===== src/rtl/ppc_cfg.svh =====
// Overview of operation
// - Port 0: two pins, direction, pull-up option
// - Port 1: eight pins, direction, pull-ups
// - Port 2: five pins, direction, analog inputs
// - Port 2 pins start in analog mode
// - Port 3: four pins, direction, pull-ups
// - Port 6: two pins, direction, I2C lines
// - Port 6 only pulls low, never high
// - Port 7: one pin, direction, pull-up
// - Each pin selects port or control mode
// - External interrupt edges: rising, falling or both; key interrupt on falling edge only
// - First port 0 pin: timer clock, capture
// - Second port 0 pin: capture or timer out
// - Port 1 routes serial, UART, timer, interrupt
// - Port 3 routes interrupts, timer 8b clock/out
// - Port 7 pin is key interrupt
`ifndef PPC_CFG_SVH
`define PPC_CFG_SVH
// ----------------------------------------
// Register byte offsets
// ----------------------------------------
`define PPC_OFS_OUT    12'h000
`define PPC_OFS_DIR    12'h004
`define PPC_OFS_PULL   12'h008
`define PPC_OFS_CTRL   12'h00c
`define PPC_OFS_PIN    12'h010
`define PPC_OFS_RISE   12'h014
`define PPC_OFS_FALL   12'h018
// ----------------------------------------
// Reset values and masks, 22 pin bits
// ----------------------------------------
`define PPC_RST_OUT    22'h000000
`define PPC_RST_DIR    22'h3fffff
`define PPC_RST_PULL   22'h000000
`define PPC_RST_CTRL   22'h007c00
`define PPC_PULL_MASK  22'h2783ff
`define PPC_RST_EDGE   5'h00
// ----------------------------------------
// Pin positions in the packed vector
// ----------------------------------------
`define PPC_P00 0
`define PPC_P01 1
`define PPC_P10 2
`define PPC_P11 3
`define PPC_P12 4
`define PPC_P13 5
`define PPC_P14 6
`define PPC_P15 7
`define PPC_P16 8
`define PPC_P17 9
`define PPC_P2LO 10
`define PPC_P2HI 14
`define PPC_P30 15
`define PPC_P33 18
`define PPC_P60 19
`define PPC_P61 20
`define PPC_P70 21
`endif


===== src/rtl/ppc_pkg.sv =====
package ppc_pkg;
  // Outputs offered by the peripheral units, each with its drive request; the I2C lines carry only a pull-low request
  typedef struct packed {
    logic timer16Out;
    logic timer16OutEn;
    logic csiClockOut;
    logic csiClockOe;
    logic uart0Tx;
    logic uart0TxEn;
    logic csiDataOut;
    logic csiDataOe;
    logic uart6Tx;
    logic uart6TxEn;
    logic timerH0;
    logic timerH0En;
    logic timerH1;
    logic timerH1En;
    logic timer8aOut;
    logic timer8aOutEn;
    logic timer8bOut;
    logic timer8bOutEn;
    logic i2cSclLow;
    logic i2cSdaLow;
  } ppc_alt_out_t;
  // Pin levels handed to the peripheral units, plus the port 2 analog enables
  typedef struct packed {
    logic       timer16ClockCaptureIn;
    logic       timer16CaptureIn;
    logic       csiClockIn;
    logic       csiDataIn;
    logic       uart0Rx;
    logic       uart6Rx;
    logic       timer8aClockIn;
    logic       timer8bClockIn;
    logic       i2cSclIn;
    logic       i2cSdaIn;
    logic       keyIrqInput;
    logic [4:0] analogInputs;
  } ppc_alt_in_t;
endpackage


===== src/rtl/port_pin_control.sv =====
// Added by the designer: the APB register port and the register offsets.
`timescale 1ns/100ps
`default_nettype none
`include "ppc_cfg.svh"
module port_pin_control
  import ppc_pkg::*;
#(
  parameter int NPINS = 22
) (
  input  wire logic               clock,
  input  wire logic               rst,
  input  wire logic               psel,
  input  wire logic               penable,
  input  wire logic               pwrite,
  input  wire logic [11:0]        paddr,
  input  wire logic [31:0]        pwdata,
  output logic      [31:0]        prdata,
  output logic                    pready,
  output logic                    pslverr,
  input  wire logic [NPINS-1:0]   pinIn,
  output logic      [NPINS-1:0]   pinOut,
  output logic      [NPINS-1:0]   pinOe_n,
  output logic      [NPINS-1:0]   pullupOn,
  output logic      [4:0]         analogEnable,
  input  wire ppc_alt_out_t       altOut,
  output ppc_alt_in_t             altIn,
  output logic      [4:0]         extIrqInputs,
  output logic                    keyIrqEdge
);
  // ----------------------------------------
  // Register state
  // ----------------------------------------
  logic [NPINS-1:0] outReg;
  logic [NPINS-1:0] dirReg;
  logic [NPINS-1:0] pullReg;
  logic [NPINS-1:0] ctrlReg;
  logic [NPINS-1:0] pinReg;
  logic [NPINS-1:0] pinPrevReg;
  logic [4:0]       riseReg;
  logic [4:0]       fallReg;
  logic             ackReg;
  logic             apbDone;
  logic             apbWrite;
  logic             hit;
  logic [31:0]      rdNext;
  logic [4:0]       irqCur;
  logic [4:0]       irqPrev;
  logic [4:0]       irqCtl;
  logic [NPINS-1:0] altVal;
  logic [NPINS-1:0] altDrv;

  // ----------------------------------------
  // APB slave: one wait state so read data comes from a flop
  // ----------------------------------------
  always_ff @(posedge clock) begin
    if (rst) ackReg <= 1'b0;
    else ackReg <= psel & penable & ~ackReg;
  end

  assign pready   = psel & penable & ackReg;
  assign apbDone  = pready;
  assign apbWrite = apbDone & pwrite & ~pslverr;

  // Address decode; anything off the map answers with an error
  always_comb begin
    hit    = 1'b1;
    rdNext = 32'h0000_0000;
    case (paddr)
      `PPC_OFS_OUT:  rdNext[NPINS-1:0] = outReg;
      `PPC_OFS_DIR:  rdNext[NPINS-1:0] = dirReg;
      `PPC_OFS_PULL: rdNext[NPINS-1:0] = pullReg;
      `PPC_OFS_CTRL: rdNext[NPINS-1:0] = ctrlReg;
      `PPC_OFS_PIN:  rdNext[NPINS-1:0] = pinReg;
      `PPC_OFS_RISE: rdNext[4:0] = riseReg;
      `PPC_OFS_FALL: rdNext[4:0] = fallReg;
      default:       hit = 1'b0;
    endcase
  end

  assign pslverr = pready & ~hit;

  // Read data captured in the first access cycle, held for the answer
  always_ff @(posedge clock) begin
    if (rst) prdata <= 32'h0000_0000;
    else if (psel & penable & ~ackReg & ~pwrite) prdata <= rdNext;
  end

  // ----------------------------------------
  // Configuration registers
  // ----------------------------------------
  // Output latches and direction; reset leaves every pin an input
  always_ff @(posedge clock) begin
    if (rst) begin
      outReg <= `PPC_RST_OUT;
      dirReg <= `PPC_RST_DIR;
    end else if (apbWrite) begin
      if (paddr == `PPC_OFS_OUT) outReg <= pwdata[NPINS-1:0];
      if (paddr == `PPC_OFS_DIR) dirReg <= pwdata[NPINS-1:0];
    end
  end

  // Pull-ups exist only on ports 0, 1, 3 and 7; other bits stay zero
  always_ff @(posedge clock) begin
    if (rst) pullReg <= `PPC_RST_PULL;
    else if (apbWrite && paddr == `PPC_OFS_PULL)
      pullReg <= pwdata[NPINS-1:0] & `PPC_PULL_MASK;
  end

  // Control mode select; port 2 comes up in analog mode
  always_ff @(posedge clock) begin
    if (rst) ctrlReg <= `PPC_RST_CTRL;
    else if (apbWrite && paddr == `PPC_OFS_CTRL)
      ctrlReg <= pwdata[NPINS-1:0];
  end

  // Edge selection per interrupt input, both bits set gives both edges
  always_ff @(posedge clock) begin
    if (rst) begin
      riseReg <= `PPC_RST_EDGE;
      fallReg <= `PPC_RST_EDGE;
    end else if (apbWrite) begin
      if (paddr == `PPC_OFS_RISE) riseReg <= pwdata[4:0];
      if (paddr == `PPC_OFS_FALL) fallReg <= pwdata[4:0];
    end
  end

  // ----------------------------------------
  // Pin sampling
  // ----------------------------------------
  // Pins are synchronous; two register stages give a clean history
  always_ff @(posedge clock) begin
    if (rst) begin
      pinReg     <= '0;
      pinPrevReg <= '0;
    end else begin
      pinReg     <= pinIn;
      pinPrevReg <= pinReg;
    end
  end

  // ----------------------------------------
  // Alternate output routing
  // ----------------------------------------
  // Serial clock has priority over UART0 transmit on the shared pin
  always_comb begin
    altVal = '0;
    altDrv = '0;
    altVal[`PPC_P01] = altOut.timer16Out;
    altDrv[`PPC_P01] = altOut.timer16OutEn;
    altVal[`PPC_P10] = altOut.csiClockOe ? altOut.csiClockOut : altOut.uart0Tx;
    altDrv[`PPC_P10] = altOut.csiClockOe | altOut.uart0TxEn;
    altVal[`PPC_P12] = altOut.csiDataOut;
    altDrv[`PPC_P12] = altOut.csiDataOe;
    altVal[`PPC_P13] = altOut.uart6Tx;
    altDrv[`PPC_P13] = altOut.uart6TxEn;
    altVal[`PPC_P15] = altOut.timerH0;
    altDrv[`PPC_P15] = altOut.timerH0En;
    altVal[`PPC_P16] = altOut.timerH1;
    altDrv[`PPC_P16] = altOut.timerH1En;
    altVal[`PPC_P17] = altOut.timer8aOut;
    altDrv[`PPC_P17] = altOut.timer8aOutEn;
    altVal[`PPC_P33] = altOut.timer8bOut;
    altDrv[`PPC_P33] = altOut.timer8bOutEn;
    altDrv[`PPC_P60] = altOut.i2cSclLow;
    altDrv[`PPC_P61] = altOut.i2cSdaLow;
  end

  // ----------------------------------------
  // Pad drivers, one per pin
  // ----------------------------------------
  // Analog pins never drive; port 6 only sinks current
  genvar gi;
  generate
    for (gi = 0; gi < NPINS; gi++) begin : g_pad
      logic drv;
      logic val;
      always_comb begin
        if (ctrlReg[gi]) begin
          drv = altDrv[gi];
          val = altVal[gi];
        end else begin
          drv = ~dirReg[gi];
          val = outReg[gi];
        end
      end
      if (gi == `PPC_P60 || gi == `PPC_P61) begin : g_od
        // Drive only a low level; a one releases the line
        assign pinOut[gi]  = 1'b0;
        assign pinOe_n[gi] = ~(drv & (ctrlReg[gi] | ~val));
      end else if (gi >= `PPC_P2LO && gi <= `PPC_P2HI) begin : g_an
        assign pinOut[gi]  = val;
        assign pinOe_n[gi] = ~(drv & ~ctrlReg[gi]);
      end else begin : g_pp
        assign pinOut[gi]  = val;
        assign pinOe_n[gi] = ~drv;
      end
      // Pull-up is off whenever the pin drives
      assign pullupOn[gi] = pullReg[gi] & ~drv;
    end
  endgenerate

  assign analogEnable = ctrlReg[`PPC_P2HI:`PPC_P2LO];

  // ----------------------------------------
  // Alternate input routing
  // ----------------------------------------
  always_comb begin
    altIn = '0;
    altIn.timer16ClockCaptureIn = pinReg[`PPC_P00] & ctrlReg[`PPC_P00];
    altIn.timer16CaptureIn = pinReg[`PPC_P01] & ctrlReg[`PPC_P01];
    altIn.csiClockIn       = pinReg[`PPC_P10] & ctrlReg[`PPC_P10];
    altIn.csiDataIn        = pinReg[`PPC_P11] & ctrlReg[`PPC_P11];
    altIn.uart0Rx          = pinReg[`PPC_P11] | ~ctrlReg[`PPC_P11];
    altIn.uart6Rx          = pinReg[`PPC_P14] | ~ctrlReg[`PPC_P14];
    altIn.timer8aClockIn   = pinReg[`PPC_P17] & ctrlReg[`PPC_P17];
    altIn.timer8bClockIn   = pinReg[`PPC_P33] & ctrlReg[`PPC_P33];
    altIn.i2cSclIn         = pinReg[`PPC_P60] | ~ctrlReg[`PPC_P60];
    altIn.i2cSdaIn         = pinReg[`PPC_P61] | ~ctrlReg[`PPC_P61];
    altIn.keyIrqInput      = pinReg[`PPC_P70] & ctrlReg[`PPC_P70];
    altIn.analogInputs     = analogEnable;
  end

  // ----------------------------------------
  // External interrupt edge detection
  // ----------------------------------------
  // Index 0..3 are port 3 pins, index 4 is the port 1 pin
  assign irqCur  = {pinReg[`PPC_P16], pinReg[`PPC_P33:`PPC_P30]};
  assign irqPrev = {pinPrevReg[`PPC_P16], pinPrevReg[`PPC_P33:`PPC_P30]};
  assign irqCtl  = {ctrlReg[`PPC_P16], ctrlReg[`PPC_P33:`PPC_P30]};

  // Registered one-cycle pulses; a pin in port mode raises nothing
  always_ff @(posedge clock) begin
    if (rst) begin
      extIrqInputs <= 5'h00;
      keyIrqEdge   <= 1'b0;
    end else begin
      extIrqInputs <= irqCtl & ((riseReg & irqCur & ~irqPrev) |
                                (fallReg & ~irqCur & irqPrev));
      keyIrqEdge   <= ctrlReg[`PPC_P70] & ~pinReg[`PPC_P70]
                      & pinPrevReg[`PPC_P70];
    end
  end

  // ----------------------------------------
  // Assertions
  // ----------------------------------------
  AST_ANALOG_RESET: assert property (@(posedge clock)
    rst |=> analogEnable == 5'h1f && pinOe_n[`PPC_P2HI:`PPC_P2LO] == 5'h1f)
    else $error("Port 2 not analog after reset");

  AST_INPUT_RESET: assert property (@(posedge clock)
    rst |=> (&pinOe_n) && pullupOn == '0)
    else $error("Pin driving or pulled after reset");

  AST_OPEN_DRAIN: assert property (@(posedge clock) disable iff (rst)
    pinOut[`PPC_P61:`PPC_P60] == 2'b00)
    else $error("Port 6 driven high");

  AST_NO_PULL_P26: assert property (@(posedge clock) disable iff (rst)
    pullupOn[`PPC_P2HI:`PPC_P2LO] == 5'h00 && pullupOn[`PPC_P61:`PPC_P60] == 2'b00)
    else $error("Pull-up on port without option");

  AST_PORT_DRIVE: assert property (@(posedge clock) disable iff (rst)
    !ctrlReg[`PPC_P17] && !dirReg[`PPC_P17]
      |-> !pinOe_n[`PPC_P17] && pinOut[`PPC_P17] == outReg[`PPC_P17])
    else $error("Port mode output wrong");

  AST_RISE_EDGE: assert property (@(posedge clock) disable iff (rst)
    ctrlReg[`PPC_P30] && riseReg[0] && $rose(pinReg[`PPC_P30])
      |=> extIrqInputs[0])
    else $error("Rising edge missed");

  AST_FALL_ONLY: assert property (@(posedge clock) disable iff (rst)
    !fallReg[4] && $fell(pinReg[`PPC_P16]) |=> !extIrqInputs[4])
    else $error("Falling edge taken when disabled");

  AST_TIMER16_IN: assert property (@(posedge clock) disable iff (rst)
    ctrlReg[`PPC_P00] |-> altIn.timer16ClockCaptureIn == pinReg[`PPC_P00])
    else $error("Timer clock input not routed");

  AST_APB_WAIT: assert property (@(posedge clock) disable iff (rst)
    psel && penable && !ackReg |-> !pready ##1 (psel && penable) |-> pready)
    else $error("APB answer timing wrong");

  AST_KEY_EDGE: assert property (@(posedge clock) disable iff (rst)
    ctrlReg[`PPC_P70] && $fell(pinReg[`PPC_P70]) |=> keyIrqEdge)
    else $error("Key falling edge missed");

  AST_ANALOG_NO_DRIVE: assert property (@(posedge clock) disable iff (rst)
    (analogEnable & ~pinOe_n[`PPC_P2HI:`PPC_P2LO]) == 5'h00)
    else $error("Analog pin driven");

  AST_I2C_SINK: assert property (@(posedge clock) disable iff (rst)
    ctrlReg[`PPC_P60] && altOut.i2cSclLow |-> !pinOe_n[`PPC_P60])
    else $error("Clock line not pulled low");

  AST_IRQ_PORT_MODE: assert property (@(posedge clock) disable iff (rst)
    !ctrlReg[`PPC_P30] |=> !extIrqInputs[0])
    else $error("Event raised in port mode");

  AST_TIMER16_OUT: assert property (@(posedge clock) disable iff (rst)
    ctrlReg[`PPC_P01] && altOut.timer16OutEn
      |-> !pinOe_n[`PPC_P01] && pinOut[`PPC_P01] == altOut.timer16Out)
    else $error("Timer output not routed");
endmodule // port_pin_control
`default_nettype wire


===== config.mk =====
export PLATFORM = sky130hd
export DESIGN_NAME = port_pin_control
export DESIGN_NICKNAME = d
export VERILOG_FILES = /design/src/rtl/ppc_pkg.sv /design/src/rtl/port_pin_control.sv
export VERILOG_INCLUDE_DIRS = /design/src /design/src/rtl
export SDC_FILE = /design/constraint.sdc
export NUM_CORES = 1
export LEC_CHECK = 0
export ABC_AREA = 1
export BUFFER_PORTS_ARGS = -buffer_cell sky130_fd_sc_hd__buf_2
export CORE_MARGIN = 8
export CORE_UTILIZATION = 50
export CTS_CLUSTER_DIAMETER = 80
export CTS_CLUSTER_SIZE = 8
export DETAILED_ROUTE_END_ITERATION = 10
export PLACE_DENSITY = 0.77
export SLEW_MARGIN = 20
export SYNTH_ARGS = -nofsm -noshare
export SYNTH_HDL_FRONTEND = slang
export SYNTH_SLANG_ARGS = --single-unit

===== constraint.sdc =====
create_clock -name clock -period 3.05 [get_ports clock]
set_input_delay 0.61 -clock clock [delete_from_list [all_inputs] [get_ports clock]]
set_output_delay 0.61 -clock clock [all_outputs]
set_load 0.05 [all_outputs]

==> flow_metrics.tcl, run 1 <==
set metrics [dict create \
    postSynthCellCount 1134 \
    path_class "input port to output port" \
    max_slew_margin_pct 45.6 \
    cts_hold_buf 0 \
    dp_slack_ps 156 \
    fin_crit_ps 2760 \
    antenna_cells 0 \
    maxCapViolCount 0 \
    hp-class "input port to flop" \
    grt_max_degree 60 \
    synth_common_cells "nand2_1 (236), inv_1 (178), dfxtp_1 (148)" \
    dp_cells 1449 \
    ff2ff_setup_slack_ps 880 \
    fp.dieH_um 139 \
    finalSetupViolCount 0 \
    multi_input_area_mm2 0.00338 \
    wire_per_inst_um 16.0 \
    async_flop_share_pct 0 \
    antenna_found_initial 0 \
    grt.total_usage_pct 24.2 \
    ys_warn_count 0 \
    post_cts_buffers 0 \
    finalWorstSetupSlack_ps 286 \
    cts_max_level 4 \
    irDropWorstVdd_uv 387 \
    layout.nets 1371 \
    gp_congestion 0.891 \
    leakagePower_nw 4.51 \
    gr-total-overflow 0 \
    fillers 1424 \
    die_area_mm2 0.0195 \
    cp_slowest_cell "nor2_4" \
    powerDensity_mw_per_mm2 493 \
    start_util_pct 50.7 \
    r2r_start "ackReg$_SDFF_PP0_" \
    drtIter0Drc 798 \
    stdcell_area_mm2 0.00905 \
    via_count 7743 \
    fp-row-count 45 \
    syn_area_mm2 0.00762 \
    reg2reg_to "pullReg[2]$_SDFFE_PP0P_" \
    fmax_ghz 0.362 \
    ios 218 \
    cts_num_sinks 148 \
    fin_tns_setup_ps 0 \
    cts_buffer_depth 2 \
    regArea_mm2 0.00296 \
    worstPathCellList "buf_2 -> nor2_2 -> nand2_1 -> nor2_4 -> nand2_2 -> nand2_1 -> nor2_2 -> nand2_4 -> inv_1 -> buf_2" \
    fin_util_pct 60.2 \
    start_kind "input port" \
    cp-end-kind "output port" \
    clock_skew_ps 6.72 \
    worst_pin_slew_ps 796 \
    path_buf_inv 3 \
    drc 0 \
    cts.root.buffer_cell "clkbuf_16" \
    ys_seq_elements 148 \
    netlist_top_cells_area "dfxtp_1 (39%), nand2_1 (12%), inv_1 (8.8%), nand4_1 (6.6%), nor2_1 (6.0%)" \
    synthFlopType "dfxtp_1" \
    yosys.area.top_type_share_pct 38.9 \
    cts_resized 0 \
    cp.depth 10 \
    rsz0062_at_grt "no" \
    synth_enable_flop_cells 0 \
    final_cells 1480 \
    cpPeakStageDelay_ps 260 \
    via_per_inst 5.23 \
    firstDrtPassIters 5 \
    cts_buffers 17 \
    first_global_vias 7312 \
    post-route-period-util_pct 90.6 \
    holdWs_ps 384 \
    grt_pass1_wl_mm 38.0 \
    synth_largest_area_cell "dfxtp_1" \
    avgSynthCellArea_um2 6.72 \
    status "finished clean" \
    cts_tree "done" \
    place_hpwl_mm 17.1 \
    crit_required_ps 2440 \
    cp.arrival_ps 2150 \
    design_power_total_mw 4.46 \
    synth_most_common_cell "nand2_1" \
    crit_start "paddr[1]" \
    clk_pin_slew_ps 60 \
    drive_gt1_share_pct 21.7 \
    die_x_um 139 \
    crit_family "simple AND/OR/NAND/NOR gates" \
    ant_nets 0 \
    wirelength_mm 23.7 \
    core_area_mm2 0.0150 \
    min_path_cells 3 \
    port_buffers 188 \
    area_growth_pct 18.7 \
    crit_path_max_fanout 17 \
    synth.distinct_cells 33 \
    slew_viol_final 0 \
    yosysSeqAreaShare_pct 38.9 \
    endpoint "pslverr" \
    place_area_mm2 0.00844 \
    clkLatencyLatePin_ps 430 \
    rr_worst_depth 10 \
    final-hold-violation-count 0 \
]
power by group:
part | total [mW] | switching (mW) | internal, mW
clock | 2.19 | 0.806 | 1.38
combinational | 0.302 | 0.219 | 0.0827
sequential | 1.97 | 0.0127 | 1.96
sequential cells by signal, summed over array words and instances, names as in the netlist:
name          flops
ctrlReg          22
dirReg           22
outReg           22
pinReg           22
prdata           22
pullReg          15
pinPrevReg        6
extIrqInputs      5
fallReg           5
riseReg           5
ackReg            1
keyIrqEdge        1
layer usage:
layer / GRT usage, % / share of wire, % / vias up
li1: - / - / 3826
met1: 31.1 / 45 / 3482
met2: 37.8 / 44 / 390
met3: 6.74 / 8.8 / 45
met4: 8.90 / 2.3 / 0
met5: 0 / 0 / -
worst min path at each step:
| stage | to | startpoint | slack [ps] |
|---|---|---|---|
| after global placement | keyIrqEdge$_SDFF_PP0_ | pinPrevReg[21]$_SDFF_PP0_ | 420 |
| after detailed placement | keyIrqEdge$_SDFF_PP0_ | pinPrevReg[21]$_SDFF_PP0_ | 420 |
| after floorplan | keyIrqEdge$_SDFF_PP0_ | pinPrevReg[21]$_SDFF_PP0_ | 410 |
| after CTS | pinReg[13]$_SDFF_PP0_ | pinIn[13] | 380 |
| after global routing | pinReg[20]$_SDFF_PP0_ | pinIn[20] | 390 |
| final | pinReg[13]$_SDFF_PP0_ | pinIn[13] | 380 |
cells in the final DEF (no fill, tap or decap):
| cell type | Yosys | routed |
|---|---|---|
| a2111oi_0 | 5 | 5 |
| a21oi_1 | 49 | 49 |
| and2_1 | 7 | 7 |
| buf_12 | 1 | 3 |
| buf_2 | 9 | 188 |
| buf_4 | 54 | 22 |
| bufinv_16 | 0 | 4 |
| clkbuf_1 | 23 | 4 |
| clkbuf_16 | 0 | 17 |
| clkbuf_8 | 0 | 1 |
| clkinv_1 | 2 | 2 |
| clkinv_2 | 0 | 2 |
| clkinv_4 | 0 | 1 |
| clkinvlp_4 | 0 | 2 |
| conb_1 | 1 | 19 |
| dfxtp_1 | 148 | 148 |
| inv_1 | 178 | 178 |
| inv_2 | 6 | 6 |
| nand2_1 | 236 | 236 |
| nand2_2 | 4 | 4 |
| nand2_4 | 2 | 2 |
| nand3_1 | 68 | 68 |
| nand3_2 | 4 | 4 |
| nand3_4 | 1 | 1 |
| nand3b_1 | 1 | 1 |
| nand4_1 | 80 | 80 |
| nor2_1 | 121 | 121 |
| nor2_2 | 10 | 10 |
| nor2_4 | 3 | 3 |
| nor3_1 | 16 | 16 |
| nor3_2 | 1 | 1 |
| nor4_1 | 1 | 1 |
| nor4_4 | 0 | 2 |
| o21ai_0 | 56 | 56 |
| o21ai_1 | 5 | 5 |
| o22ai_1 | 15 | 15 |
| or2_2 | 8 | 8 |
cell type report:
class | count | share of cell area, %
multi-input combinational | 714 | 37.4
sequential | 148 | 32.7
timing repair buffer | 213 | 12.9
inverter | 186 | 7.71
clock buffer | 22 | 5.02
tap | 188 | 2.60
clock inverter | 9 | 1.70
worst register-to-register path, delay by kind of cell (launching register included):
family | cells | cell delay, ps
buffers and inverters | 3 | 450
DFF | 1 | 390
and+or+nand+nor | 7 | 1230
cells by family (layout without fill, tap and decap cells):
| group | count (synthesis) | count (layout) | synth area share (%) |
|---|---|---|---|
| flip-flops | 148 | 148 | 38.9 |
| other | 1 | 19 | 0.0492 |
| AND/OR/NAND/NOR | 565 | 565 | 34.2 |
| AO/OA/AOI/OAI | 130 | 130 | 9.03 |
| buffers and inverters | 290 | 430 | 17.9 |
Note: power is estimated with default switching activity, not from simulation.
==> run 2: changes to the inputs <==
CELL_PAD_IN_SITES_DETAIL_PLACEMENT = 0   (was default)
CELL_PAD_IN_SITES_GLOBAL_PLACEMENT = 1   (was default)
CORE_MARGIN = 2   (was 8)
CORE_UTILIZATION = 39   (was 50)
PLACE_DENSITY = default   (was 0.77)
PLACE_DENSITY_LB_ADDON = 0.1   (was default)
==> run 2 against run 1 <==
Effect of this change: clock skew is 1.5 ps higher; count of clock-buffer cells in the layout is 1 lower; global-route usage is 0.98 points lower; via count is 3.7% lower; critical path depth stayed put.
==> flow_metrics.tcl, run 2 (synthesized netlist as in run 1, its figures left out) <==
set metrics [dict create \
    leakagePower_nw 4.52 \
    drtIter0Drc 429 \
    ios 218 \
    fp-row-count 51 \
    topRoutingLayerUsed "met4" \
    crit_required_ps 2440 \
    start_util_pct 39.4 \
    cts_resized 0 \
    cts_buffer_depth 2 \
    cpPeakStageDelay_ps 240 \
    worstPathCellList "buf_2 -> nor2_2 -> nand2_1 -> nor2_4 -> nand2_2 -> nand2_1 -> nor2_2 -> nand2_4 -> inv_1 -> buf_2" \
    place_hpwl_mm 16.9 \
    crit_path_max_fanout 14 \
    cp-end-kind "output port" \
    route.met3.wl_mm 1.42 \
    status "finished clean" \
    post-route-period-util_pct 85.4 \
    first_global_vias 6749 \
    grt_pass1_wl_mm 36.8 \
    rsz0062_at_grt "no" \
    start_kind "input port" \
    cts_num_sinks 148 \
    powerDensity_mw_per_mm2 478 \
    fin_crit_ps 2610 \
    worst_pin_slew_ps 724 \
    cts_tree "done" \
    maxCapViolCount 0 \
    clk_pin_slew_ps 70 \
    fin_tns_setup_ps 0 \
    grt.total_usage_pct 23.2 \
    final-hold-violation-count 0 \
    area_growth_pct 20.7 \
    gp_congestion 0.857 \
    port_buffers 188 \
    cts_hold_buf 0 \
    antenna_found_initial 0 \
    routedLengthMet1_mm 11.8 \
    finalWorstSetupSlack_ps 444 \
    drc 0 \
    fp.dieH_um 144 \
    wirelength_mm 23.8 \
    cp_slowest_cell "nor2_4" \
    max_slew_margin_pct 50.5 \
    clock_skew_ps 8.18 \
    drive_gt1_share_pct 22.5 \
    hp-class "input port to flop" \
    firstDrtPassIters 5 \
    layout.nets 1378 \
    slew_viol_final 0 \
    mostFrequentLayoutCells "nand2_1 (236), buf_2 (188), inv_1 (178)" \
    via_count 7457 \
    grt_max_degree 50 \
    via_per_inst 4.76 \
    fmax_ghz 0.384 \
    cts.root.buffer_cell "clkbuf_16" \
    core_area_mm2 0.0193 \
    cts_buffers 17 \
    clkLatencyLatePin_ps 420 \
    die_area_mm2 0.0207 \
    post_cts_buffers 0 \
    path_class "input port to output port" \
    dp_slack_ps 350 \
    final_common_cell "nand2_1" \
    wire_per_inst_um 15.2 \
    gr-total-overflow 0 \
    antenna_cells 0 \
    irDropWorstVdd_uv 340 \
    cts_max_level 4 \
    finalSetupViolCount 0 \
    cp.arrival_ps 2000 \
    ant_nets 0 \
    wl_met2_mm 10.2 \
    die_x_um 144 \
]
-- run 2: per-stage QoR --
step	cell area, µm²	instances	hold slack, ps	util [%]	power, mW
global placement	8610	1533	427	44.5	2.32
global route	9200	1565	368	47.6	4.56
finish	9200	1565	381	47.6	4.40
CTS	9200	1565	366	47.6	4.44
detailed placement	8610	1533	431	44.5	2.32
floorplan	7690	1152	407	-	2.22
-- run 2: path summary, 6_finish.rpt --
kind	from	to	slack [ps]	cells past startpoint
setup / recovery	paddr[1]	pslverr	440	10
hold / removal	pinIn[6]	pinReg[6]$_SDFF_PP0_	380	3
setup reg to reg	ackReg$_SDFF_PP0_	pullReg[18]$_SDFFE_PP0P_	1060	10
hold reg to reg	pinPrevReg[21]$_SDFF_PP0_	keyIrqEdge$_SDFF_PP0_	450	2
-- run 2: cell type report --
class                   count  area [µm²]
repair buffers            220        1230
multi-input cells         714        3380
fillers                  2095       10100
well taps                 265         332
clock buffers              21         470
clock inverters            11         125
flip-flops and latches    148        2960
inverters                 186         698
-- run 2: per-layer routing --
metal,up-vias,global-route usage [%]
met5,-,0
met4,0,7.22
met3,28,4.77
met2,245,35.1
met1,3320,33.0
li1,3864,-
-- run 2: power breakdown --
group	total, mW	switching [mW]	internal [mW]	leakage [nW]
sequential	1.97	0.0132	1.96	1.20
combinational	0.304	0.218	0.0858	3.04
clock	2.12	0.853	1.27	0.278
total	4.40	1.08	3.32	4.52
-- run 2: worst max-delay path: cells and delay by family --
family                 cells  cell delay, ps
and+or+nand+nor            7             960
buffers and inverters      3             410
